--- src/cal_pkg.sv ---
// shared constants, time record type and bcd helpers for the calendar block
package cal_pkg;

  // register addresses
  localparam logic [7:0] ADDR_SECONDS = 8'h03;
  localparam logic [7:0] ADDR_MINUTES = 8'h04;
  localparam logic [7:0] ADDR_HOURS = 8'h05;
  localparam logic [7:0] ADDR_DAYS = 8'h06;
  localparam logic [7:0] ADDR_WEEKDAYS = 8'h07;
  localparam logic [7:0] ADDR_MONTHS = 8'h08;
  localparam logic [7:0] ADDR_YEARS = 8'h09;
  localparam logic [7:0] ADDR_ALARM_MINUTE = 8'h0a;
  localparam logic [7:0] ADDR_ALARM_HOUR = 8'h0b;
  localparam logic [7:0] ADDR_ALARM_DAY = 8'h0c;
  localparam logic [7:0] ADDR_ALARM_WEEKDAY = 8'h0d;
  localparam logic [7:0] ADDR_FLAG_STATUS = 8'h01;

  // implemented bits of each time register
  localparam logic [7:0] MASK_SECONDS = 8'h7f;
  localparam logic [7:0] MASK_MINUTES = 8'h7f;
  localparam logic [7:0] MASK_HOURS = 8'h3f;
  localparam logic [7:0] MASK_DAYS = 8'h3f;
  localparam logic [7:0] MASK_WEEKDAYS = 8'h07;
  localparam logic [7:0] MASK_MONTHS = 8'h1f;
  localparam logic [7:0] MASK_YEARS = 8'hff;

  // implemented bits of the alarm registers
  localparam logic [7:0] MASK_ALARM_MINUTE = 8'hff;
  localparam logic [7:0] MASK_ALARM_HOUR = 8'hbf;
  localparam logic [7:0] MASK_ALARM_DAY = 8'hbf;
  localparam logic [7:0] MASK_ALARM_WEEKDAY = 8'h87;

  // field positions
  localparam int MATCH_DISABLE_BIT = 7;
  localparam int AFTERNOON_BIT = 5;
  localparam int WATCHDOG_FLAG_BIT = 7;
  localparam int COUNTDOWN_A_FLAG_BIT = 6;
  localparam int COUNTDOWN_B_FLAG_BIT = 5;
  localparam int SECOND_FLAG_BIT = 4;
  localparam int ALARM_FLAG_BIT = 3;
  localparam logic [7:0] FLAG_BITS_MASK = 8'hf8;
  localparam logic [7:0] SETTING_BITS_MASK = 8'h07;

  // reset values
  localparam logic [7:0] ALARM_RESET = 8'h80;
  localparam logic [7:0] FLAG_STATUS_RESET = 8'h00;
  localparam logic [7:0] TIME_ZERO = 8'h00;
  localparam logic [7:0] DATE_ONE = 8'h01;

  // counter limits in bcd
  localparam logic [7:0] BCD_59 = 8'h59;
  localparam logic [7:0] BCD_23 = 8'h23;
  localparam logic [7:0] BCD_12 = 8'h12;
  localparam logic [7:0] BCD_11 = 8'h11;
  localparam logic [7:0] BCD_99 = 8'h99;
  localparam logic [7:0] WEEKDAY_LAST = 8'h06;

  // one full set of timekeeping counters
  typedef struct packed {
    logic [7:0] seconds;
    logic [7:0] minutes;
    logic [7:0] hours;
    logic [7:0] days;
    logic [7:0] weekdays;
    logic [7:0] months;
    logic [7:0] years;
  } time_t;

  // bcd increment of a two digit value, no limit check
  function automatic logic [7:0] bcd_inc(input logic [7:0] v);
    logic [7:0] r;
    r = v;
    if (v[3:0] == 4'h9) begin
      r = {4'(v[7:4] + 4'h1), 4'h0};
    end else begin
      r = {v[7:4], 4'(v[3:0] + 4'h1)};
    end
    return r;
  endfunction

  // last day of a bcd month, leap when the bcd year divides by four
  function automatic logic [7:0] month_last_day(input logic [7:0] mon, input logic [7:0] yr);
    logic leap;
    logic [7:0] r;
    leap = yr[4] ? (yr[3:0] == 4'h2 || yr[3:0] == 4'h6)
                 : (yr[3:0] == 4'h0 || yr[3:0] == 4'h4 || yr[3:0] == 4'h8);
    case (mon)
      8'h02: r = leap ? 8'h29 : 8'h28;
      8'h04, 8'h06, 8'h09, 8'h11: r = 8'h30;
      default: r = 8'h31;
    endcase
    return r;
  endfunction

endpackage

--- src/calendar_access_and_alarm.sv ---
// access interlock of the time counters, alarm registers, alarm flag and interrupt
//
// Notes on behaviour
// - counters 03h..09h do not step while a host transfer is active
// - at transfer end the counters step once for a held tick; extras lost
// - minute alarm 0Ah: bit7 disable, bcd tens 6..4, units 3..0
// - hour alarm 0Bh: bit7 disable, bit6 unused, layout follows hour format
// - day alarm 0Ch: bit7 disable, bit6 unused, bcd day in 5..0
// - weekday alarm 0Dh: bit7 disable, bits 6..3 unused, code in 2..0
// - enabled fields compared with time; flag set when all first match
// - flag sticks until cleared; sets again only on a fresh match
// - flag register: watchdog 7, countdown a 6, countdown b 5, second 4, alarm 3
// - host write to flag bits is anded: zero clears, one keeps
// - with irq enable set, first interrupt output follows the alarm flag
// - alarm interrupt is a level only, never a pulse
`timescale 1ns/100ps
`default_nettype none
module calendar_access_and_alarm
  import cal_pkg::*;
(
  // clock and reset
  input wire logic i_mclk,
  input wire logic i_reset,
  // one second tick, one cycle pulse
  input wire logic i_sec_tick,
  // host transfer from the serial slave
  input wire logic i_xfer_active,
  input wire logic i_wr_en,
  input wire logic [7:0] i_wr_addr,
  input wire logic [7:0] i_wr_data,
  input wire logic i_rd_en,
  input wire logic [7:0] i_rd_addr,
  output logic [7:0] o_rd_data,
  // control bits held elsewhere
  input wire logic i_hour_12_mode,
  input wire logic i_alarm_irq_enable,
  // flag set events from neighbouring units
  input wire logic i_watchdog_timer_set,
  input wire logic i_countdown_a_set,
  input wire logic i_countdown_b_set,
  input wire logic i_second_tick_set,
  // open drain interrupt pin, active low
  output logic o_irq_out_first_o,
  output logic o_irq_out_first_oe,
  // state for neighbouring units
  output time_t o_time,
  output logic [7:0] o_flag_status,
  output logic o_tick_pending
);

  logic tick_pending_q, tick_pending_d;
  logic advance;
  logic advanced_q;
  logic match;
  logic match_prev_q;
  logic [7:0] alarm_minute_setting_q;
  logic [7:0] alarm_hour_setting_q;
  logic [7:0] alarm_day_setting_q;
  logic [7:0] alarm_weekday_setting_q;
  logic [7:0] flag_status_register_q, flag_status_register_d;
  logic [7:0] flag_set;
  logic [7:0] flag_keep;
  logic [7:0] rd_data_q;
  logic alarm_set;
  logic flag_wr;
  time_t cur_time;

  // step only outside a transfer, either for a fresh tick or a held one
  assign advance = !i_xfer_active && (i_sec_tick || tick_pending_q);

  // one held tick at most; a second tick inside the same transfer is dropped
  always_comb begin
    tick_pending_d = tick_pending_q;
    if (i_xfer_active) begin
      if (i_sec_tick) begin
        tick_pending_d = 1'b1;
      end
    end else begin
      tick_pending_d = 1'b0;
    end
  end

  // held tick register
  always_ff @(posedge i_mclk) begin
    if (i_reset) begin
      tick_pending_q <= 1'b0;
    end else begin
      tick_pending_q <= tick_pending_d;
    end
  end

  // the counters themselves
  time_counter u_time_counter (
    .i_mclk(i_mclk),
    .i_reset(i_reset),
    .i_advance(advance),
    .i_hour_12_mode(i_hour_12_mode),
    .i_wr_en(i_wr_en),
    .i_wr_addr(i_wr_addr),
    .i_wr_data(i_wr_data),
    .o_time(cur_time)
  );

  // alarm settings, writes keep only the implemented bits
  always_ff @(posedge i_mclk) begin
    if (i_reset) begin
      alarm_minute_setting_q <= ALARM_RESET;
      alarm_hour_setting_q <= ALARM_RESET;
      alarm_day_setting_q <= ALARM_RESET;
      alarm_weekday_setting_q <= ALARM_RESET;
    end else if (i_wr_en) begin
      case (i_wr_addr)
        ADDR_ALARM_MINUTE: alarm_minute_setting_q <= i_wr_data & MASK_ALARM_MINUTE;
        ADDR_ALARM_HOUR: alarm_hour_setting_q <= i_wr_data & MASK_ALARM_HOUR;
        ADDR_ALARM_DAY: alarm_day_setting_q <= i_wr_data & MASK_ALARM_DAY;
        ADDR_ALARM_WEEKDAY: alarm_weekday_setting_q <= i_wr_data & MASK_ALARM_WEEKDAY;
        default: alarm_minute_setting_q <= alarm_minute_setting_q;
      endcase
    end
  end

  // comparator on the current counter value
  alarm_match u_alarm_match (
    .i_alarm_minute(alarm_minute_setting_q),
    .i_alarm_hour(alarm_hour_setting_q),
    .i_alarm_day(alarm_day_setting_q),
    .i_alarm_weekday(alarm_weekday_setting_q),
    .i_time(cur_time),
    .o_match(match)
  );

  // marks the cycle after a step, when the counters hold the new time
  always_ff @(posedge i_mclk) begin
    if (i_reset) begin
      advanced_q <= 1'b0;
    end else begin
      advanced_q <= advance;
    end
  end

  // match history sampled only after steps, so host writes never create a match
  always_ff @(posedge i_mclk) begin
    if (i_reset) begin
      match_prev_q <= 1'b0;
    end else if (advanced_q) begin
      match_prev_q <= match;
    end
  end

  // a rising match seen after a step; a match that merely persists does nothing
  assign alarm_set = advanced_q && match && !match_prev_q;

  // flag set pulses in register layout
  always_comb begin
    flag_set = 8'h00;
    flag_set[WATCHDOG_FLAG_BIT] = i_watchdog_timer_set;
    flag_set[COUNTDOWN_A_FLAG_BIT] = i_countdown_a_set;
    flag_set[COUNTDOWN_B_FLAG_BIT] = i_countdown_b_set;
    flag_set[SECOND_FLAG_BIT] = i_second_tick_set;
    flag_set[ALARM_FLAG_BIT] = alarm_set;
  end

  assign flag_wr = i_wr_en && (i_wr_addr == ADDR_FLAG_STATUS);

  // flags are anded with the write, settings bits load; an event in the clear cycle wins
  always_comb begin
    flag_keep = flag_wr ? (i_wr_data | ~FLAG_BITS_MASK) : 8'hff;
    flag_status_register_d = ((flag_status_register_q & flag_keep & FLAG_BITS_MASK)
                              | flag_set);
    if (flag_wr) begin
      // plain rewrite of the same settings changes nothing
      flag_status_register_d = flag_status_register_d
                               | (i_wr_data & SETTING_BITS_MASK);
    end else begin
      flag_status_register_d = flag_status_register_d
                               | (flag_status_register_q & SETTING_BITS_MASK);
    end
  end

  // flag and status register
  always_ff @(posedge i_mclk) begin
    if (i_reset) begin
      flag_status_register_q <= FLAG_STATUS_RESET;
    end else begin
      flag_status_register_q <= flag_status_register_d;
    end
  end

  // read data is registered; unmapped addresses read zero
  always_ff @(posedge i_mclk) begin
    if (i_reset) begin
      rd_data_q <= 8'h00;
    end else if (i_rd_en) begin
      case (i_rd_addr)
        ADDR_SECONDS: rd_data_q <= cur_time.seconds;
        ADDR_MINUTES: rd_data_q <= cur_time.minutes;
        ADDR_HOURS: rd_data_q <= cur_time.hours;
        ADDR_DAYS: rd_data_q <= cur_time.days;
        ADDR_WEEKDAYS: rd_data_q <= cur_time.weekdays;
        ADDR_MONTHS: rd_data_q <= cur_time.months;
        ADDR_YEARS: rd_data_q <= cur_time.years;
        ADDR_ALARM_MINUTE: rd_data_q <= alarm_minute_setting_q;
        ADDR_ALARM_HOUR: rd_data_q <= alarm_hour_setting_q;
        ADDR_ALARM_DAY: rd_data_q <= alarm_day_setting_q;
        ADDR_ALARM_WEEKDAY: rd_data_q <= alarm_weekday_setting_q;
        ADDR_FLAG_STATUS: rd_data_q <= flag_status_register_q;
        default: rd_data_q <= 8'h00;
      endcase
    end
  end

  // level interrupt straight from the flag, so a clear releases the pin at once
  // the pin is only ever pulled low; it floats high when released
  assign o_irq_out_first_oe = i_alarm_irq_enable
                              && flag_status_register_q[ALARM_FLAG_BIT];
  assign o_irq_out_first_o = 1'b0;

  assign o_rd_data = rd_data_q;
  assign o_time = cur_time;
  assign o_flag_status = flag_status_register_q;
  assign o_tick_pending = tick_pending_q;

endmodule
`default_nettype wire

--- src/time_counter.sv ---
// bcd timekeeping counters, seconds through years, with host write access
`timescale 1ns/100ps
`default_nettype none
module time_counter
  import cal_pkg::*;
(
  // clock and reset
  input wire logic i_mclk,
  input wire logic i_reset,
  // control
  input wire logic i_advance,
  input wire logic i_hour_12_mode,
  // host write port
  input wire logic i_wr_en,
  input wire logic [7:0] i_wr_addr,
  input wire logic [7:0] i_wr_data,
  // current time
  output time_t o_time
);

  time_t time_q;
  time_t next_t;
  logic c_min, c_hour, c_day, c_mon, c_year;
  logic [7:0] hr12;

  // carry chain of one second step
  always_comb begin
    next_t = time_q;
    c_min = (time_q.seconds == BCD_59);
    c_hour = c_min && (time_q.minutes == BCD_59);
    hr12 = {3'b000, time_q.hours[4:0]};
    if (i_hour_12_mode) begin
      c_day = c_hour && (hr12 == BCD_11) && time_q.hours[AFTERNOON_BIT];
    end else begin
      c_day = c_hour && (time_q.hours == BCD_23);
    end
    c_mon = c_day && (time_q.days == month_last_day(time_q.months, time_q.years));
    c_year = c_mon && (time_q.months == BCD_12);
    next_t.seconds = c_min ? TIME_ZERO : bcd_inc(time_q.seconds);
    if (c_min) begin
      next_t.minutes = c_hour ? TIME_ZERO : bcd_inc(time_q.minutes);
    end
    if (c_hour) begin
      if (!i_hour_12_mode) begin
        next_t.hours = c_day ? TIME_ZERO : bcd_inc(time_q.hours);
      end else if (hr12 == BCD_12) begin
        next_t.hours = {time_q.hours[7:5], DATE_ONE[4:0]};
      end else if (hr12 == BCD_11) begin
        // eleven to twelve flips the afternoon half
        next_t.hours = {time_q.hours[7:6], ~time_q.hours[AFTERNOON_BIT], BCD_12[4:0]};
      end else begin
        next_t.hours = {time_q.hours[7:5], 5'(bcd_inc(hr12))};
      end
    end
    if (c_day) begin
      next_t.days = c_mon ? DATE_ONE : bcd_inc(time_q.days);
      next_t.weekdays = (time_q.weekdays == WEEKDAY_LAST) ? TIME_ZERO : time_q.weekdays + 8'h01;
    end
    if (c_mon) begin
      next_t.months = c_year ? DATE_ONE : bcd_inc(time_q.months);
    end
    if (c_year) begin
      next_t.years = (time_q.years == BCD_99) ? TIME_ZERO : bcd_inc(time_q.years);
    end
  end

  // counters: host writes take precedence over a step in the same cycle
  always_ff @(posedge i_mclk) begin
    if (i_reset) begin
      time_q <= '{TIME_ZERO, TIME_ZERO, TIME_ZERO, DATE_ONE, TIME_ZERO, DATE_ONE, TIME_ZERO};
    end else if (i_wr_en) begin
      case (i_wr_addr)
        ADDR_SECONDS: time_q.seconds <= i_wr_data & MASK_SECONDS;
        ADDR_MINUTES: time_q.minutes <= i_wr_data & MASK_MINUTES;
        ADDR_HOURS: time_q.hours <= i_wr_data & MASK_HOURS;
        ADDR_DAYS: time_q.days <= i_wr_data & MASK_DAYS;
        ADDR_WEEKDAYS: time_q.weekdays <= i_wr_data & MASK_WEEKDAYS;
        ADDR_MONTHS: time_q.months <= i_wr_data & MASK_MONTHS;
        ADDR_YEARS: time_q.years <= i_wr_data & MASK_YEARS;
        default: time_q <= i_advance ? next_t : time_q;
      endcase
    end else if (i_advance) begin
      time_q <= next_t;
    end
  end

  assign o_time = time_q;

endmodule
`default_nettype wire

--- src/alarm_match.sv ---
// compares the enabled alarm fields with the current time
`timescale 1ns/100ps
`default_nettype none
module alarm_match
  import cal_pkg::*;
(
  // alarm settings
  input wire logic [7:0] i_alarm_minute,
  input wire logic [7:0] i_alarm_hour,
  input wire logic [7:0] i_alarm_day,
  input wire logic [7:0] i_alarm_weekday,
  // current time
  input wire time_t i_time,
  // result
  output logic o_match
);

  logic minute_match_disable, hour_match_disable, day_match_disable, weekday_match_disable;
  logic m_ok, h_ok, d_ok, w_ok;

  // a field counts only while its disable bit is low
  always_comb begin
    minute_match_disable = i_alarm_minute[MATCH_DISABLE_BIT];
    hour_match_disable = i_alarm_hour[MATCH_DISABLE_BIT];
    day_match_disable = i_alarm_day[MATCH_DISABLE_BIT];
    weekday_match_disable = i_alarm_weekday[MATCH_DISABLE_BIT];
    m_ok = minute_match_disable || (i_alarm_minute[6:0] == i_time.minutes[6:0]);
    // bits 5..0 carry the afternoon bit in 12 hour form and the tens pair in 24 hour form
    h_ok = hour_match_disable || (i_alarm_hour[5:0] == i_time.hours[5:0]);
    d_ok = day_match_disable || (i_alarm_day[5:0] == i_time.days[5:0]);
    w_ok = weekday_match_disable || (i_alarm_weekday[2:0] == i_time.weekdays[2:0]);
    // with every field disabled there is nothing to match
    o_match = m_ok && h_ok && d_ok && w_ok
              && !(minute_match_disable && hour_match_disable
                   && day_match_disable && weekday_match_disable);
  end

endmodule
`default_nettype wire

--- config.mk ---
export PLATFORM = sky130hd
export DESIGN_NAME = calendar_access_and_alarm
export DESIGN_NICKNAME = d
export VERILOG_FILES = /design/src/cal_pkg.sv /design/src/calendar_access_and_alarm.sv /design/src/time_counter.sv /design/src/alarm_match.sv
export SDC_FILE = /design/constraint.sdc
export NUM_CORES = 1
export LEC_CHECK = 0
export BUFFER_PORTS_ARGS = -buffer_cell sky130_fd_sc_hd__clkbuf_2
export CORE_UTILIZATION = 35
export CTS_CLUSTER_DIAMETER = 150
export DETAILED_ROUTE_END_ITERATION = 6
export SLEW_MARGIN = 25
export SYNTH_ARGS = -nofsm -noshare
export SYNTH_HDL_FRONTEND = slang
export SYNTH_SLANG_ARGS = --single-unit
--- constraint.sdc ---
create_clock -name i_mclk -period 2.5 [get_ports i_mclk]
set_input_delay 0.375 -clock i_mclk [delete_from_list [all_inputs] [get_ports i_mclk]]
set_output_delay 0.375 -clock i_mclk [all_outputs]
set_load 0.03 [all_outputs]
==> results_tabular.tex <==
\begin{tabular}{lr}
\hline
Metric & Value \\
\hline
\multicolumn{2}{l}{\textbf{Global routing}} \\
Antenna violations before repair & 0 \\
Total congestion overflow after global routing & 0 \\
Total GRT Usage & 27.7\% \\
Maximum number of pins on one net before global-route repair & 90 \\
Via count of the first global-routing pass & 7276 \\
Global-route wire length before repair & 42.4 mm \\
\multicolumn{2}{l}{\textbf{Status}} \\
Failing checks & negative setup slack \\
Status & complete, but fails checks \\
\multicolumn{2}{l}{\textbf{Routing}} \\
Drt initial violations & 799 \\
Initial DRT Pass Iterations & 6 \\
Remaining antenna violation count after routing & 0 \\
Avg Vias per Cell & 5.85 \\
Via count & 8018 \\
Detailed Route WL & 28.0 mm \\
DRC viols & 0 \\
Routed len/inst & 20.4 um \\
\multicolumn{2}{l}{\textbf{Yosys}} \\
Yosys top cell by area & dfxtp\_1 \\
Leading post-synthesis cells by cell area & dfxtp\_1, a21oi\_1, o21ai\_0 \\
Instance count of the mapped netlist & 925 \\
Post-Syn Area per Cell & 7.52 um\^{}2 \\
Share of Yosys cell area claimed by the top area cell type & 29.1\% \\
Number of enable flip-flop cells after synthesis & 0 \\
Syn Nets & 981 \\
Post-synth top flop & dfxtp\_1 \\
Post-synth top cells & dfxtp\_1, nor2\_1, nand2\_1 \\
Number of flip-flops and latches in the synthesized netlist & 101 \\
Number of distinct library cells after synthesis & 77 \\
Yosys synthesis warning count & 0 \\
Sequential element share of the synthesized area & 29.1\% \\
Post-synthesis instance area & 6960 um\^{}2 \\
Share of flip-flops with an asynchronous set or reset after synthesis & 0\% \\
Cell with the most instances after synthesis & dfxtp\_1 \\
\multicolumn{2}{l}{\textbf{Final layout}} \\
Area Overhead vs Synth & 30.1\% \\
Final Non-Filler Cells & 1371 \\
Total number of nets in the final design & 1157 \\
Final instance area & 9050 um\^{}2 \\
Count of antenna diodes in the layout & 0 \\
Ratio of cells with drive above 1 in the final layout & 29.0\% \\
Post-layout utilization of the core & 46.5\% \\
\multicolumn{2}{l}{\textbf{Floorplanning}} \\
DIE WIDTH & 143 um \\
FP Rows & 51 \\
Effective utilization at floorplan & 35.7\% \\
Die H & 143 um \\
Area of the die & 20400 um\^{}2 \\
Floorplan Core Area & 19500 um\^{}2 \\
Boundary Pins & 111 \\
\multicolumn{2}{l}{\textbf{STA}} \\
Final setup slack of the worst path & -0.126 ns \\
Final worst path period need & 2.63 ns \\
Period utilisation layout & 105\% \\
Tightest Pin Transition & 0.745 ns \\
Count of pins over their slew limit & 0 \\
Final hold violation count & 0 \\
Fmax & 381 MHz \\
Endpoints failing setup & 8 \\
Unrepaired setup endpoints after global routing & true \\
Slew margin rel. & 50.0\% \\
Max Clock Skew & 0.0135 ns \\
\multicolumn{2}{l}{\textbf{Placed design}} \\
Routability congestion estimate from global placement & 0.990 \\
Total half-perimeter wirelength after legalization and detailed placement & 20.5 mm \\
DP Cell Count & 1350 \\
DP Area & 8580 um\^{}2 \\
Count of input and output buffers & 109 \\
\multicolumn{2}{l}{\textbf{Run}} \\
Max cap viols & 0 \\
\multicolumn{2}{l}{\textbf{Critical path}} \\
Buf+Inv Stages, Crit Path & 3 \\
Critical path launch point & u\_time\_counter.o\_time[12]\$\_SDFFE\_PP0P\_ \\
Critical path capture point type & flop \\
Cell with the most instances on the worst path & nor2\_2 \\
CP required & 2.76 ns \\
Critical path's top delay family & simple AND/OR/NAND/NOR gates \\
Arrival time at the worst endpoint & 2.88 ns \\
Startpoint type of the worst setup path & flop \\
Library cell contributing the largest single delay on the critical path & or4\_4 \\
Worst path max stage delay & 0.43 ns \\
Critical path, cell by cell & inv\_4 > ha\_4 > and3b\_2 > o2111a\_2 > or4\_4 > a2111oi\_4 > buf\_6 > buf\_4 > nor2\_2 > nor2\_2 > mux2\_4 \\
Origin of the critical flop-to-flop path & u\_time\_counter.o\_time[12]\$\_SDFFE\_PP0P\_ \\
Crit Path Category & flop to flop \\
Worst Path Max Fanout & 5 \\
\multicolumn{2}{l}{\textbf{Worst hold path}} \\
Classification of the worst-slack hold path & input pin to flop \\
Min-Delay Startpoint & i\_watchdog\_timer\_set \\
\multicolumn{2}{l}{\textbf{Clock tree}} \\
Buffer levels on the longest clock path & 2 \\
Number of hold buffers added after CTS & 0 \\
TritonCTS clock tree & done \\
CTS Root Cell & clkbuf\_16 \\
Clk slew on worst S/H paths & 0.08 ns \\
CTS buffer count & 9 \\
Number of sinks handled by clock tree synthesis & 101 \\
H-tree depth & 3 \\
Insertion delay to the later sink of the worst-skew pair & 0.37 ns \\
\multicolumn{2}{l}{\textbf{Power and ir drop}} \\
Leakage power figure & 3.65 nW \\
Worst VDD drop & 298 uV \\
Total power per unit cell area & 399 nW/um\^{}2 \\
\hline
\end{tabular}
[worst paths after layout]
kind	cells past startpoint	to	slack, ns
max	11	u_time_counter.o_time[9]$_SDFFE_PP0P_	-0.13
min reg2reg	2	o_rd_data[6]$_SDFFE_PP0P_	0.48
min	3	o_flag_status[7]$_SDFF_PP0_	0.21
max reg2reg	11	u_time_counter.o_time[9]$_SDFFE_PP0P_	-0.13
[kinds of logic (layout without fill, tap and decap cells)]
logic type	count (synthesis)	count (layout)	share of synthesized area, %
adder cells (fa/ha/maj)	20	20	3.60
buffers and inverters	104	285	5.76
AO/OA/AOI/OAI	292	292	27.2
multiplexers	34	34	5.14
flip-flops	101	101	29.1
AND/OR/NAND/NOR	348	348	26.1
XOR/XNOR	25	25	3.15
other	1	1	0.0539
[placed cells by master, fill, tap and decap left out, types with 9 or more instances in the layout]
cell,count
mux2i_1,29
nor2_1,80
nand3_1,31
xor2_1,17
dfxtp_1,82
nand2b_1,17
a31oi_1,11
ha_1,18
nor2b_1,11
a22oi_1,39
nor4_1,14
clkbuf_16,9
nor3_1,22
dfxtp_2,13
o21ai_0,69
nand4_1,17
a21oi_1,74
or3_1,9
nand2_1,77
buf_4,125
inv_1,27
clkbuf_2,108
[per-stage QoR]
step / total power, mW / hold slack [ns] / setup TNS [ns] / setup WS, ns
floorplan: 1.82 / 0.450 / -0.369 / -0.139
global placement: 1.96 / 0.458 / -0.0204 / -0.0204
detailed placement: 1.96 / 0.463 / -0.152 / -0.0607
CTS: 3.62 / 0.215 / -0.235 / -0.0860
global route: 3.70 / 0.231 / -1.64 / -0.212
finish: 3.62 / 0.213 / -0.457 / -0.126
[worst register-to-register path, stage by stage, from the launching register on]
cell and delay (ns):
dfxtp_4 0.37, inv_4 0.04, ha_4 0.15, and3b_2 0.21, o2111a_2 0.15, or4_4 0.43, a2111oi_4 0.35, buf_6 0.18
buf_4 0.12, nor2_2 0.05, nor2_2 0.16, mux2_4 0.31
[repair_timing]
action	4_1_cts	5_1_grt
resized for setup	3	27
buffers inserted	3	3
pin swaps	1	13
endpoints found under the setup margin	6	27
[layout make-up]
| type | count | area, um^2 |
|---|---|---|
| Clock buffer | 9 | 225 |
| Clock inverter | 7 | 120 |
| Fill cell | 1943 | 10400 |
| Inverter | 30 | 118 |
| Multi-Input combinational cell | 720 | 4650 |
| Sequential cell | 101 | 2060 |
| Tap cell | 265 | 332 |
| Timing Repair Buffer | 239 | 1550 |
[registers in the layout (all words and copies together), names as in the netlist]
name and flops:
alarm_minute_setting_q 8, alarm_hour_setting_q 7, advanced_q 1, o_rd_data 8, o_tick_pending 1, match_prev_q 1, o_flag_status 8, alarm_day_setting_q 7
alarm_weekday_setting_q 4, u_time_counter.o_time 56
[power breakdown]
part           total (mW)  leakage (nW)  switching (mW)  internal, mW
Clock                1.69         0.166           0.703         0.986
Combinational       0.304          2.65           0.210        0.0940
Sequential           1.62         0.826         0.00922          1.61
[per-layer routing]
metal	part of all wire (%)	vias to the layer above	track usage, %	routed length (um)
li1	-	3770	-	-
met1	43	3807	37.5	12100
met2	45	380	43.6	12700
met3	7.9	61	4.46	2200
met4	3.4	0	11.7	958
met5	0	-	0	0
No activity file was read; power rests on OpenSTA's default activity.
